==> config.mk <==
export PLATFORM = sky130hd
export DESIGN_NAME = lsm_monitor
export DESIGN_NICKNAME = d
export VERILOG_FILES = /design/src/lsm_pkg.sv /design/src/lsm_run_length.sv /design/src/lsm_monitor.sv
export SDC_FILE = /design/constraint.sdc
export NUM_CORES = 1
export LEC_CHECK = 0
export BUFFER_PORTS_ARGS = -buffer_cell sky130_fd_sc_hd__buf_4
export CAP_MARGIN = 30
export CORE_AREA = 5 5 175 177
export CTS_CLUSTER_DIAMETER = 200
export DETAILED_ROUTE_END_ITERATION = 10
export DIE_AREA = 0 0 180 182
export PLACE_DENSITY = 0.67
export REMOVE_ABC_BUFFERS = 1
export SYNTH_ARGS = -nofsm -noshare
export SYNTH_HDL_FRONTEND = slang
export SYNTH_SLANG_ARGS = --single-unit
==> constraint.sdc <==
create_clock -name clock -period 8.2 [get_ports clock]
set_clock_uncertainty 0.05 [all_clocks]
set_input_delay 0 -clock clock [delete_from_list [all_inputs] [get_ports clock]]
set_output_delay 0 -clock clock [all_outputs]
set_load 0.02 [all_outputs]
==> src/lsm_pkg.sv <==
/*
  Shared constants and carrier types of the lock and signal alarm monitor.
  Assumes a classic Wishbone master with 32-bit data and byte addresses.
*/
package lsm_pkg;

  // register indices; byte address is four times the index
  localparam logic [7:0] OFS_CHIP_CFG    = 8'h02;
  localparam logic [7:0] OFS_RX_IRQ      = 8'h05;
  localparam logic [7:0] OFS_RX_LOCK_CFG = 8'h07;
  localparam logic [7:0] OFS_RX_CAL_CFG  = 8'h08;
  localparam logic [7:0] OFS_RX_ALARM    = 8'h09;
  localparam logic [7:0] OFS_RX_PATH_CFG = 8'h1c;
  localparam logic [7:0] OFS_TUNE_B      = 8'h43;
  localparam logic [7:0] OFS_TUNE_C      = 8'h44;
  localparam logic [7:0] OFS_DET_GAIN    = 8'h4d;
  localparam logic [7:0] OFS_TUNE_A      = 8'h56;
  localparam logic [7:0] OFS_ACQ_LOOP    = 8'h62;
  localparam logic [7:0] OFS_JT_INDEX    = 8'h6a;
  localparam logic [7:0] OFS_JT_DATA0    = 8'h6b;
  localparam logic [7:0] OFS_JT_DATA1    = 8'h6c;
  localparam logic [7:0] OFS_JT_DATA2    = 8'h6d;
  localparam logic [7:0] OFS_TX_IRQ      = 8'h85;
  localparam logic [7:0] OFS_TX_LOCK_CFG = 8'h87;
  localparam logic [7:0] OFS_TX_CAL_CFG  = 8'h88;
  localparam logic [7:0] OFS_TX_LOS_CTRL = 8'h8a;
  localparam logic [7:0] OFS_TX_LOS_FLAG = 8'h8b;
  localparam logic [7:0] OFS_RUN_ASSERT  = 8'h91;
  localparam logic [7:0] OFS_RUN_CLEAR   = 8'h92;
  localparam logic [7:0] OFS_EYE_VALUE   = 8'h99;
  localparam logic [7:0] OFS_EYE_CFG     = 8'h9a;
  localparam logic [7:0] OFS_EYE_RELEASE = 8'h9b;
  localparam logic [7:0] OFS_TX_PATH_CFG = 8'h9c;
  localparam logic [7:0] OFS_EYE_THRESH  = 8'ha0;

  // storage slots of the writable registers
  localparam logic [4:0] S_CHIP_CFG    = 5'h00;
  localparam logic [4:0] S_RX_LOCK_CFG = 5'h01;
  localparam logic [4:0] S_RX_CAL_CFG  = 5'h02;
  localparam logic [4:0] S_RX_PATH_CFG = 5'h03;
  localparam logic [4:0] S_TUNE_B      = 5'h04;
  localparam logic [4:0] S_TUNE_C      = 5'h05;
  localparam logic [4:0] S_DET_GAIN    = 5'h06;
  localparam logic [4:0] S_TUNE_A      = 5'h07;
  localparam logic [4:0] S_ACQ_LOOP    = 5'h08;
  localparam logic [4:0] S_JT_INDEX    = 5'h09;
  localparam logic [4:0] S_JT_DATA0    = 5'h0a;
  localparam logic [4:0] S_JT_DATA1    = 5'h0b;
  localparam logic [4:0] S_JT_DATA2    = 5'h0c;
  localparam logic [4:0] S_TX_LOCK_CFG = 5'h0d;
  localparam logic [4:0] S_TX_CAL_CFG  = 5'h0e;
  localparam logic [4:0] S_TX_LOS_CTRL = 5'h0f;
  localparam logic [4:0] S_RUN_ASSERT  = 5'h10;
  localparam logic [4:0] S_RUN_CLEAR   = 5'h11;
  localparam logic [4:0] S_EYE_CFG     = 5'h12;
  localparam logic [4:0] S_EYE_RELEASE = 5'h13;
  localparam logic [4:0] S_TX_PATH_CFG = 5'h14;
  localparam logic [4:0] S_EYE_THRESH  = 5'h15;
  localparam int unsigned S_COUNT      = 22;

  localparam logic [7:0] BYTE_RESET = 8'h00;

  // field positions
  localparam int unsigned B_REF_RATIO  = 0;  // chip config: 1 selects /16
  localparam int unsigned B_RX_REF_EN  = 0;
  localparam int unsigned B_FORCE_LTR  = 1;
  localparam int unsigned B_MODE_LO    = 2;
  localparam int unsigned B_MODE_SEL   = 3;
  localparam int unsigned B_LTR_ON_LOS = 5;
  localparam int unsigned B_LOL_ON_LOS = 6;
  localparam int unsigned B_CAL_MODE   = 1;  // cal field [2:1], bit 1 low = reference
  localparam int unsigned B_SQ_ON_LOL  = 0;
  localparam int unsigned B_TX_SQUELCH = 0;
  localparam int unsigned B_TX_CLKPAT  = 1;
  localparam int unsigned B_RUN_EN     = 0;
  localparam int unsigned B_EYE_SEL    = 1;
  localparam int unsigned B_EYE_EN     = 0;
  localparam int unsigned B_JT_COMMIT  = 7;
  localparam logic [6:0]  JT_ADDR      = 7'h04;

  // frequency comparison limits in ppm
  localparam logic [15:0] FREQ_SET_PPM = 16'h03e8;
  localparam logic [15:0] FREQ_CLR_PPM = 16'h00c8;

  typedef struct packed {
    logic        cyc;
    logic        stb;
    logic        we;
    logic [11:0] adr;
    logic [3:0]  sel;
    logic [31:0] dat;
  } lsm_wb_req_t;

  typedef struct packed {
    logic       prev;
    logic [7:0] run;
    logic [7:0] act;
    logic       alarm;
  } lsm_run_t;

  typedef struct packed {
    logic                     ack;
    logic [7:0]               rdata;
    logic [S_COUNT-1:0][7:0]  regs;
    logic [23:0]              jt_thresh;
    logic [2:0]               td_sync;
    logic                     td_bit;
    logic                     jit_lol;
    logic                     freq_lol;
    logic                     rx_lol;
    logic                     rx_irq;
    logic                     eye_alarm;
    logic                     tx_los;
    logic                     tx_irq;
    logic                     acq_search;
    logic                     rx_squelch;
    logic                     rx_ltr;
    logic                     tx_squelch;
    logic                     tx_clkpat;
    logic                     tx_ltr;
    logic                     tx_ref_cal;
  } lsm_state_t;

endpackage : lsm_pkg

==> src/lsm_run_length.sv <==
/*
  Run-length signal loss detector for the synchronised transmit data bit.
  Assumes one sample per clock and thresholds held stable by software.
*/
module lsm_run_length (
  input  wire logic       clock,
  input  wire logic       rst_n,
  input  wire logic       bit_in,
  input  wire logic [7:0] assert_thresh,
  input  wire logic [7:0] clear_thresh,
  output logic            alarm_q
);
  import lsm_pkg::*;

  localparam lsm_run_t RUN_RESET = '0;
  localparam logic [7:0] CNT_MAX = 8'hff;

  lsm_run_t q;
  lsm_run_t d;

  always_comb begin
    d = q;
    d.prev = bit_in;
    // counters saturate so a stuck line never wraps back to quiet
    if (bit_in != q.prev) begin
      d.run = BYTE_RESET;
    end else if (q.run != CNT_MAX) begin
      d.run = q.run + 8'h01;
    end
    if (d.run > assert_thresh) begin
      d.act = BYTE_RESET;
    end else if (q.act != CNT_MAX) begin
      d.act = q.act + 8'h01;
    end
    if (d.run > assert_thresh) begin
      d.alarm = 1'b1;                                   // RULE19
    end else if (q.alarm && (d.act > clear_thresh)) begin
      d.alarm = 1'b0;                                   // RULE19
    end
  end

  always_ff @(posedge clock or negedge rst_n) begin
    if (!rst_n) begin
      q <= RUN_RESET;
    end else begin
      q <= d;
    end
  end

  assign alarm_q = q.alarm;

endmodule : lsm_run_length

==> src/lsm_monitor.sv <==
/*
  Loss-of-lock and loss-of-signal supervisor with its Wishbone register file.
  Assumes the analog monitors deliver their measures on this clock; only
  the transmit data pin is asynchronous and is synchronised here.
*/
// Summary of operation
// RULE1 - default mode picks detector from lock bit
// RULE2 - jitter detector on 11b or bit3=0,bit1=0
// RULE3 - frequency detector on 10b or bit3=0,bit1=1
// RULE4 - jitter above threshold sets lock lost
// RULE5 - lock lost restarts acquisition search
// RULE6 - threshold loaded through index and data registers
// RULE7 - host writes fixed threshold sequence
// RULE8 - frequency error over 1000 ppm sets, 200 clears
// RULE9 - chip config picks /64 or /16 reference
// RULE10 - host rewrites acquisition loop on lock changes
// RULE11 - dynamic writes optional with reference calibration
// RULE12 - host writes detector gain once
// RULE13 - host writes three tuning registers for speed
// RULE14 - lock lost in alarm and interrupt flags
// RULE15 - signal loss may force lock lost
// RULE16 - receive data squelched on lock lost
// RULE17 - force or on-loss bit locks to reference
// RULE18 - transmit loss combines enabled monitors
// RULE19 - run length alarm with clear threshold
// RULE20 - eye opening alarm with release hysteresis
// RULE21 - transmit loss squelches or sends clock
// RULE22 - transmit calibration mode and lock on loss
// RULE23 - force bit 1, on-loss bit 5
// RULE24 - config bit ties signal loss to lock
// RULE25 - frequency lock holds between limits
// RULE26 - alarm flags live, interrupt flags sticky
module lsm_monitor #(
  parameter logic [23:0] JT_DEFAULT = 24'h800000
) (
  input  wire logic                 clock,
  input  wire logic                 reset_n,
  input  wire lsm_pkg::lsm_wb_req_t wb_req,
  output logic                      wb_ack_q,
  output logic [31:0]               wb_dat_q,
  input  wire logic [23:0]          jitter_measure,
  input  wire logic [15:0]          freq_err_div64_ppm,
  input  wire logic [15:0]          freq_err_div16_ppm,
  input  wire logic                 receive_signal_loss,
  input  wire logic                 transmit_data_input,
  input  wire logic [7:0]           tx_eye_measure,
  output logic                      receive_lock_lost_q,
  output logic                      rx_acq_search_q,
  output logic                      rx_data_squelch_q,
  output logic                      rx_cmu_ref_lock_q,
  output logic                      tx_signal_loss_q,
  output logic                      tx_data_squelch_q,
  output logic                      tx_clock_pattern_q,
  output logic                      tx_lock_to_ref_q,
  output logic                      tx_ref_cal_q
);
  import lsm_pkg::*;

  // map a register index onto a storage slot
  function automatic logic [5:0] slot_of(input logic [7:0] idx);
    case (idx)
      OFS_CHIP_CFG:    slot_of = {1'b1, S_CHIP_CFG};
      OFS_RX_LOCK_CFG: slot_of = {1'b1, S_RX_LOCK_CFG};
      OFS_RX_CAL_CFG:  slot_of = {1'b1, S_RX_CAL_CFG};
      OFS_RX_PATH_CFG: slot_of = {1'b1, S_RX_PATH_CFG};
      OFS_TUNE_B:      slot_of = {1'b1, S_TUNE_B};
      OFS_TUNE_C:      slot_of = {1'b1, S_TUNE_C};
      OFS_DET_GAIN:    slot_of = {1'b1, S_DET_GAIN};
      OFS_TUNE_A:      slot_of = {1'b1, S_TUNE_A};
      OFS_ACQ_LOOP:    slot_of = {1'b1, S_ACQ_LOOP};
      OFS_JT_INDEX:    slot_of = {1'b1, S_JT_INDEX};
      OFS_JT_DATA0:    slot_of = {1'b1, S_JT_DATA0};
      OFS_JT_DATA1:    slot_of = {1'b1, S_JT_DATA1};
      OFS_JT_DATA2:    slot_of = {1'b1, S_JT_DATA2};
      OFS_TX_LOCK_CFG: slot_of = {1'b1, S_TX_LOCK_CFG};
      OFS_TX_CAL_CFG:  slot_of = {1'b1, S_TX_CAL_CFG};
      OFS_TX_LOS_CTRL: slot_of = {1'b1, S_TX_LOS_CTRL};
      OFS_RUN_ASSERT:  slot_of = {1'b1, S_RUN_ASSERT};
      OFS_RUN_CLEAR:   slot_of = {1'b1, S_RUN_CLEAR};
      OFS_EYE_CFG:     slot_of = {1'b1, S_EYE_CFG};
      OFS_EYE_RELEASE: slot_of = {1'b1, S_EYE_RELEASE};
      OFS_TX_PATH_CFG: slot_of = {1'b1, S_TX_PATH_CFG};
      OFS_EYE_THRESH:  slot_of = {1'b1, S_EYE_THRESH};
      default:         slot_of = 6'h00;
    endcase
  endfunction : slot_of

  // jitter detector unless the selection bits ask for frequency
  function automatic logic jitter_mode(input logic [7:0] cfg);
    jitter_mode = (cfg[B_MODE_SEL] && cfg[B_MODE_LO]) ||
                  (!cfg[B_MODE_SEL] && !cfg[B_FORCE_LTR]);
  endfunction : jitter_mode

  localparam lsm_state_t ST_RESET = '{
    ack:        1'b0,
    rdata:      BYTE_RESET,
    regs:       '0,
    jt_thresh:  JT_DEFAULT,
    td_sync:    3'h0,
    default:    1'b0
  };

  logic [1:0] rst_sync_q;
  logic       rst_n;
  lsm_state_t q;
  lsm_state_t d;
  logic       run_alarm;
  logic       req;
  logic [7:0] idx;
  logic [5:0] hit;
  logic       wr;
  logic       rd;
  logic [7:0] wbyte;
  logic [7:0] rx_cfg;
  logic [15:0] freq_err;
  logic [7:0] rx_alarm_byte;
  logic [7:0] tx_flag_byte;

  // reset is taken asynchronously but released on the clock
  always_ff @(posedge clock or negedge reset_n) begin
    if (!reset_n) begin
      rst_sync_q <= 2'b00;
    end else begin
      rst_sync_q <= {rst_sync_q[0], 1'b1};
    end
  end
  assign rst_n = rst_sync_q[1];

  lsm_run_length u_run (
    .clock         (clock),
    .rst_n         (rst_n),
    .bit_in        (q.td_bit),
    .assert_thresh (q.regs[S_RUN_ASSERT]),
    .clear_thresh  (q.regs[S_RUN_CLEAR]),
    .alarm_q       (run_alarm)
  );

  assign req      = wb_req.cyc && wb_req.stb && !q.ack;
  assign idx      = wb_req.adr[9:2];
  assign hit      = slot_of(idx);
  assign wr       = req && wb_req.we && wb_req.sel[0] && hit[5];
  assign rd       = req && !wb_req.we;
  assign wbyte    = wb_req.dat[7:0];
  assign rx_cfg   = q.regs[S_RX_LOCK_CFG];
  assign freq_err = q.regs[S_CHIP_CFG][B_REF_RATIO] ?
                    freq_err_div16_ppm : freq_err_div64_ppm;    // RULE9
  assign rx_alarm_byte = {6'h00, receive_signal_loss, q.rx_lol};
  assign tx_flag_byte  = {5'h00, q.eye_alarm, run_alarm, q.tx_los};

  always_comb begin
    d = q;
    d.ack = req;
    // ignoring sel on reads: every register is one byte wide
    if (wr) begin
      d.regs[hit[4:0]] = wbyte;
    end
    if (wr && (idx == OFS_JT_INDEX) && wbyte[B_JT_COMMIT] &&
        (wbyte[6:0] == JT_ADDR)) begin
      d.jt_thresh = {q.regs[S_JT_DATA2], q.regs[S_JT_DATA1],
                     q.regs[S_JT_DATA0]};                     // RULE6
    end
    if (rd) begin
      case (idx)
        OFS_RX_IRQ:      d.rdata = {7'h00, q.rx_irq};
        OFS_RX_ALARM:    d.rdata = rx_alarm_byte;             // RULE14
        OFS_TX_IRQ:      d.rdata = {7'h00, q.tx_irq};
        OFS_TX_LOS_FLAG: d.rdata = tx_flag_byte;              // RULE18
        OFS_EYE_VALUE:   d.rdata = tx_eye_measure;            // RULE20
        OFS_ACQ_LOOP:    d.rdata = BYTE_RESET;
        default:         d.rdata = hit[5] ? q.regs[hit[4:0]] : BYTE_RESET;
      endcase
    end

    // first stage feeds only the second
    d.td_sync = {q.td_sync[1:0], transmit_data_input};
    if (q.td_sync[1] == q.td_sync[2]) begin
      d.td_bit = q.td_sync[2];
    end

    if (jitter_measure > q.jt_thresh) begin
      d.jit_lol = 1'b1;                                       // RULE4
    end else if (jitter_measure < q.jt_thresh) begin
      d.jit_lol = 1'b0;                                       // RULE4
    end
    // between the two limits the flag keeps its state
    if (freq_err > FREQ_SET_PPM) begin
      d.freq_lol = 1'b1;                                      // RULE8
    end else if (freq_err <= FREQ_CLR_PPM) begin
      d.freq_lol = 1'b0;                                      // RULE25
    end
    d.rx_lol = (jitter_mode(rx_cfg) ? q.jit_lol : q.freq_lol) ||  // RULE1 RULE2 RULE3
               (rx_cfg[B_LOL_ON_LOS] && receive_signal_loss);     // RULE15 RULE24
    d.acq_search = q.rx_lol;                                  // RULE5
    d.rx_squelch = q.rx_lol && q.regs[S_RX_PATH_CFG][B_SQ_ON_LOL];  // RULE16
    d.rx_ltr     = rx_cfg[B_FORCE_LTR] ||
                   (rx_cfg[B_LTR_ON_LOS] && receive_signal_loss);   // RULE17 RULE23

    if (!q.regs[S_EYE_CFG][B_EYE_EN]) begin
      d.eye_alarm = 1'b0;
    end else if (tx_eye_measure < q.regs[S_EYE_THRESH]) begin
      d.eye_alarm = 1'b1;                                     // RULE20
    end else if (tx_eye_measure > q.regs[S_EYE_RELEASE]) begin
      d.eye_alarm = 1'b0;                                     // RULE20
    end
    d.tx_los = (q.regs[S_TX_LOS_CTRL][B_RUN_EN] && run_alarm) ||
               (q.regs[S_TX_LOS_CTRL][B_EYE_SEL] && q.eye_alarm);   // RULE18
    // squelch wins when both actions are configured
    d.tx_squelch = q.tx_los && q.regs[S_TX_PATH_CFG][B_TX_SQUELCH];  // RULE21
    d.tx_clkpat  = q.tx_los && !q.regs[S_TX_PATH_CFG][B_TX_SQUELCH] &&
                   q.regs[S_TX_PATH_CFG][B_TX_CLKPAT];              // RULE21
    d.tx_ltr     = q.tx_los && q.regs[S_TX_LOCK_CFG][B_LTR_ON_LOS];  // RULE22
    d.tx_ref_cal = !q.regs[S_TX_CAL_CFG][B_CAL_MODE];                // RULE22

    // sticky flags clear on read; a new rise in that cycle still sets
    d.rx_irq = (d.rx_lol && !q.rx_lol) ||
               (q.rx_irq && !(rd && idx == OFS_RX_IRQ));      // RULE14 RULE26
    d.tx_irq = (d.tx_los && !q.tx_los) ||
               (q.tx_irq && !(rd && idx == OFS_TX_IRQ));      // RULE26
  end

  always_ff @(posedge clock or negedge rst_n) begin
    if (!rst_n) begin
      q <= ST_RESET;
    end else begin
      q <= d;
    end
  end

  assign wb_ack_q            = q.ack;
  assign wb_dat_q            = {24'h000000, q.rdata};
  assign receive_lock_lost_q = q.rx_lol;
  assign rx_acq_search_q     = q.acq_search;
  assign rx_data_squelch_q   = q.rx_squelch;
  assign rx_cmu_ref_lock_q   = q.rx_ltr;
  assign tx_signal_loss_q    = q.tx_los;
  assign tx_data_squelch_q   = q.tx_squelch;
  assign tx_clock_pattern_q  = q.tx_clkpat;
  assign tx_lock_to_ref_q    = q.tx_ltr;
  assign tx_ref_cal_q        = q.tx_ref_cal;
endmodule : lsm_monitor

==> metrics.md <==
| Metric | Value |
|---|---|
| Post-cts gate resize count | `0` |
| Mean area per synthesized cell | `11.5 um^2` |
| EDFF count, synth | `0` |
| Register area share after synthesis | `0.455` |
| Mapped Cells | `1184` |
| Final net count | `1473` |
| # setup viols final | `0` |
| Clk root buf | `clkbuf_16` |
| Final Slew Violations | `0` |
| Area Growth Syn to Fin | `17.0%` |
| Overall Power | `2970 uW` |
| N_diodes | `0` |
| Clock latency on the worst-skew pair | `0.54 ns` |
| Status | `finished, final reports clean` |
| Register bit total from synthesis | `247` |
| Antenna Nets Post-Route | `0` |
| Netlist Area Pre-Place | `13600 um^2` |
| Core Region | `29100 um^2` |
| Largest net degree at the start of global routing | `178` |
| Final wirelength | `35800 um` |
| Placed instance area | `14500 um^2` |
| CTS max path bufs | `3` |
| Site Rows | `63` |
| CTS tree | `done` |
| Final worst path period share | `0.516` |
| First-pass GRT wire length | `56400 um` |
| Cts bufs inserted | `28` |
| PD cells | `187 nW/um^2` |
| Final Hold Fails | `0` |
| Asr flop ratio synth | `1.00` |
| Drt pass-1 iters | `5` |
| Max frequency | `0.236 GHz` |
| Die W | `180 um` |
| Die ar. | `32800 um^2` |
| Vias in the first global route | `9901` |
| Die extent in y | `182 um` |
| Sink Count | `247` |
| Half-perimeter wire length after placement | `24400 um` |
| Initial antenna violation count | `0` |
| I/O pins | `161` |
| Worst Tran Pin Value | `0.970 ns` |
| Initial DRC Count | `944` |
| Critical path class | `reg2reg` |
| Cell area after layout | `15900 um^2` |
| CP endpoint kind | `flip-flop` |
| Hold Path Class | `in2reg` |
| Max-Cap Viols | `0` |
| Setup bufs post-CTS | `0` |
| Critical Path Fanout Max | `10` |
| Routed vias/inst | `5.77` |
| YS warnings | `0` |
| Hold Buf Count CTS | `39` |
| H-tree depth | `1` |
| Initial cell density of the core | `0.467` |
| Worst relative slew slack | `0.353` |
| Post-synthesis cell type count | `81` |
| GRT Util Overall | `0.214` |
| Vias | `9865` |
| IO buf count | `105` |
| Setup crit start kind | `flip-flop` |
| Layout cell share with drive strength beyond 1 | `0.312` |
| Ys flop type | `dfrtp_1` |
| Tightest hold margin | `0.0824 ns` |
| Required time worst endpoint | `8.63 ns` |
| Residual DRC | `0` |
| Unrepaired setup endpoints after global routing | `false` |
| Lkg Pwr | `0.00728 uW` |
| Setup TNS | `0 ns` |
| Peak supply drop | `0.151 mV` |
| Clock-pin slew on the worst setup and hold paths | `0.06 ns` |
| DR WL/cell | `20.9 um` |
| Min Tclk post-route | `4.23 ns` |
| Worst EP arrival | `4.66 ns` |
| Utilization after layout | `0.546` |
| Grt ovf | `0` |
| RD Place Congestion | `0.859` |
-- path summary, 6_finish.rpt --
kind,start,endpoint,slack [ns],cells past startpoint
worst max-delay path,u_run.q[9],u_run.alarm_q,3.97,22
worst max register to register,u_run.q[9],u_run.alarm_q,3.97,22
worst min register to register,d[16],d[17],0.30,0
worst min-delay path,transmit_data_input,d[16],0.08,2
max in group asynchronous,rst_sync_q[1],q[159],6.23,1
min in group asynchronous,reset_n,rst_sync_q[1],0.27,3
-- worst max-delay path, cell delays in order (launching register included) --
cell and delay, ns:
dfrtp_1 0.41, ha_1 0.24, and3_1 0.23, nand3_1 0.25, mux2i_1 0.24, nor2_1 0.08, ha_1 0.31, nor2b_1 0.13
o21a_1 0.16, o21ai_0 0.14, nand2b_1 0.08, a21oi_1 0.16, o21ai_0 0.09, o31a_1 0.22, a211oi_1 0.33, ha_1 0.31
o21a_1 0.11, o21ai_0 0.16, nand2b_1 0.07, a21oi_1 0.13, o21ai_0 0.07, o21ai_0 0.08, a21o_1 0.13
-- sequential cells by signal, indices dropped and copies added (netlist names) --
| name | count |
|---|---|
| u_run.q | 17 |
| rx_data_squelch_q | 1 |
| wb_dat_q | 8 |
| rx_acq_search_q | 1 |
| tx_clock_pattern_q | 1 |
| wb_ack_q | 1 |
| receive_lock_lost_q | 1 |
| q | 199 |
| tx_signal_loss_q | 1 |
| tx_data_squelch_q | 1 |
| tx_lock_to_ref_q | 1 |
| rx_cfg | 8 |
| u_run.alarm_q | 1 |
| rx_cmu_ref_lock_q | 1 |
| rst_sync_q | 2 |
| d | 2 |
| tx_ref_cal_q | 1 |
-- cell usage in the layout, fill, tap and decap left out, types with 9 or more instances in the layout --
cell           synthesis  routed
buf_4                 37     111
a22oi_1               15      15
a211oi_1               9       9
nand2b_1              15      15
xor2_1                 9       9
clkbuf_16              0      29
nor2b_1               10      10
mux2i_1               35      35
a21o_1                20      20
nor3_1                13      13
dlygate4sd3_1          0      39
nand4_1               14      14
conb_1                 2      25
o21a_1                10      10
mux2_2               206     206
nand2_1               57      56
nand3_1               41      41
mux4_2                11      11
dfrtp_1              246     245
o21ai_0               33      32
a21oi_1               32      32
nor2_4                12      12
ha_1                  57      57
nor2_1                36      35
inv_1                 60      60
-- power breakdown --
group | total, uW | internal [uW] | switching [uW]
Combinational | 346 | 152 | 194
Sequential | 1300 | 1250 | 41.7
Clock | 1330 | 836 | 494
-- layout make-up --
type | instances | area (um^2)
Tap cell | 390 | 488
Inverter | 60 | 225
Sequential cell | 247 | 6190
Clock buffer | 44 | 852
Fill cell | 2454 | 13200
Multi-Input combinational cell | 809 | 6750
Timing Repair Buffer | 151 | 1240
Clock inverter | 8 | 144
-- through the flow --
| step | std cells | setup slack, ns |
|---|---|---|
| 5_1_grt | 1709 | 3.67 |
| 3_5_place_dp | 1618 | 4.02 |
| 2_1_floorplan | 1116 | 0.759 |
| 3_3_place_gp | 1618 | 4.07 |
| 6_report | 1709 | 3.97 |
| 4_1_cts | 1709 | 3.97 |
-- synthesized netlist by cell type, types with 4 or more instances --
| cell type | instances | share of area |
|---|---|---|
| nand3_1 | 41 | 0.015 |
| a21oi_1 | 32 | 0.012 |
| o31ai_1 | 6 | 0.0033 |
| nand2_1 | 57 | 0.016 |
| o22ai_1 | 4 | 0.0018 |
| nor2b_1 | 10 | 0.0046 |
| inv_1 | 60 | 0.017 |
| mux2i_1 | 35 | 0.026 |
| a21o_1 | 20 | 0.011 |
| and2_1 | 7 | 0.0032 |
| buf_2 | 12 | 0.0044 |
| a2111oi_0 | 4 | 0.0026 |
| o21ai_0 | 33 | 0.012 |
| nor4_1 | 6 | 0.0028 |
| a221o_1 | 4 | 0.0029 |
| or3_1 | 5 | 0.0023 |
| clkbuf_1 | 34 | 0.0094 |
| or4b_1 | 4 | 0.0029 |
| a22oi_1 | 15 | 0.0083 |
| a211oi_1 | 9 | 0.0050 |
| nor2_2 | 7 | 0.0032 |
| buf_4 | 37 | 0.020 |
| o31a_1 | 4 | 0.0026 |
| nor3_1 | 13 | 0.0048 |
| nand4_1 | 14 | 0.0064 |
| mux2_2 | 206 | 0.17 |
| dfrtp_1 | 246 | 0.45 |
| buf_1 | 5 | 0.0014 |
| mux4_2 | 11 | 0.018 |
| nor2_4 | 12 | 0.0099 |
| xor2_1 | 9 | 0.0058 |
| ha_1 | 57 | 0.052 |
| o21ai_1 | 4 | 0.0015 |
| nor4b_1 | 5 | 0.0032 |
| nor2_1 | 36 | 0.0099 |
| and3_1 | 8 | 0.0037 |
| nand2b_1 | 15 | 0.0069 |
| a31oi_1 | 4 | 0.0018 |
| nand3b_1 | 4 | 0.0022 |
| o21a_1 | 10 | 0.0055 |
| a221oi_1 | 7 | 0.0045 |
-- metal layers --
layer,vias to the layer above,part of all wire,GRT usage
met5,-,0,0
met4,0,0.030,0.0695
met3,63,0.064,0.0341
met2,347,0.47,0.346
met1,4959,0.44,0.296
li1,4496,-,-
-- logic make-up after synthesis --
kind of cell    after synthesis  share of synthesized area
mux                         252                      0.215
other cells                   2                   0.000553
buf+inv                     151                     0.0547
flops                       247                      0.455
simple gates                274                      0.117
xor+xnor                     10                    0.00645
fa+ha+maj                    58                     0.0532
compound gates              190                     0.0984
No activity file was read; power rests on OpenSTA's default activity.
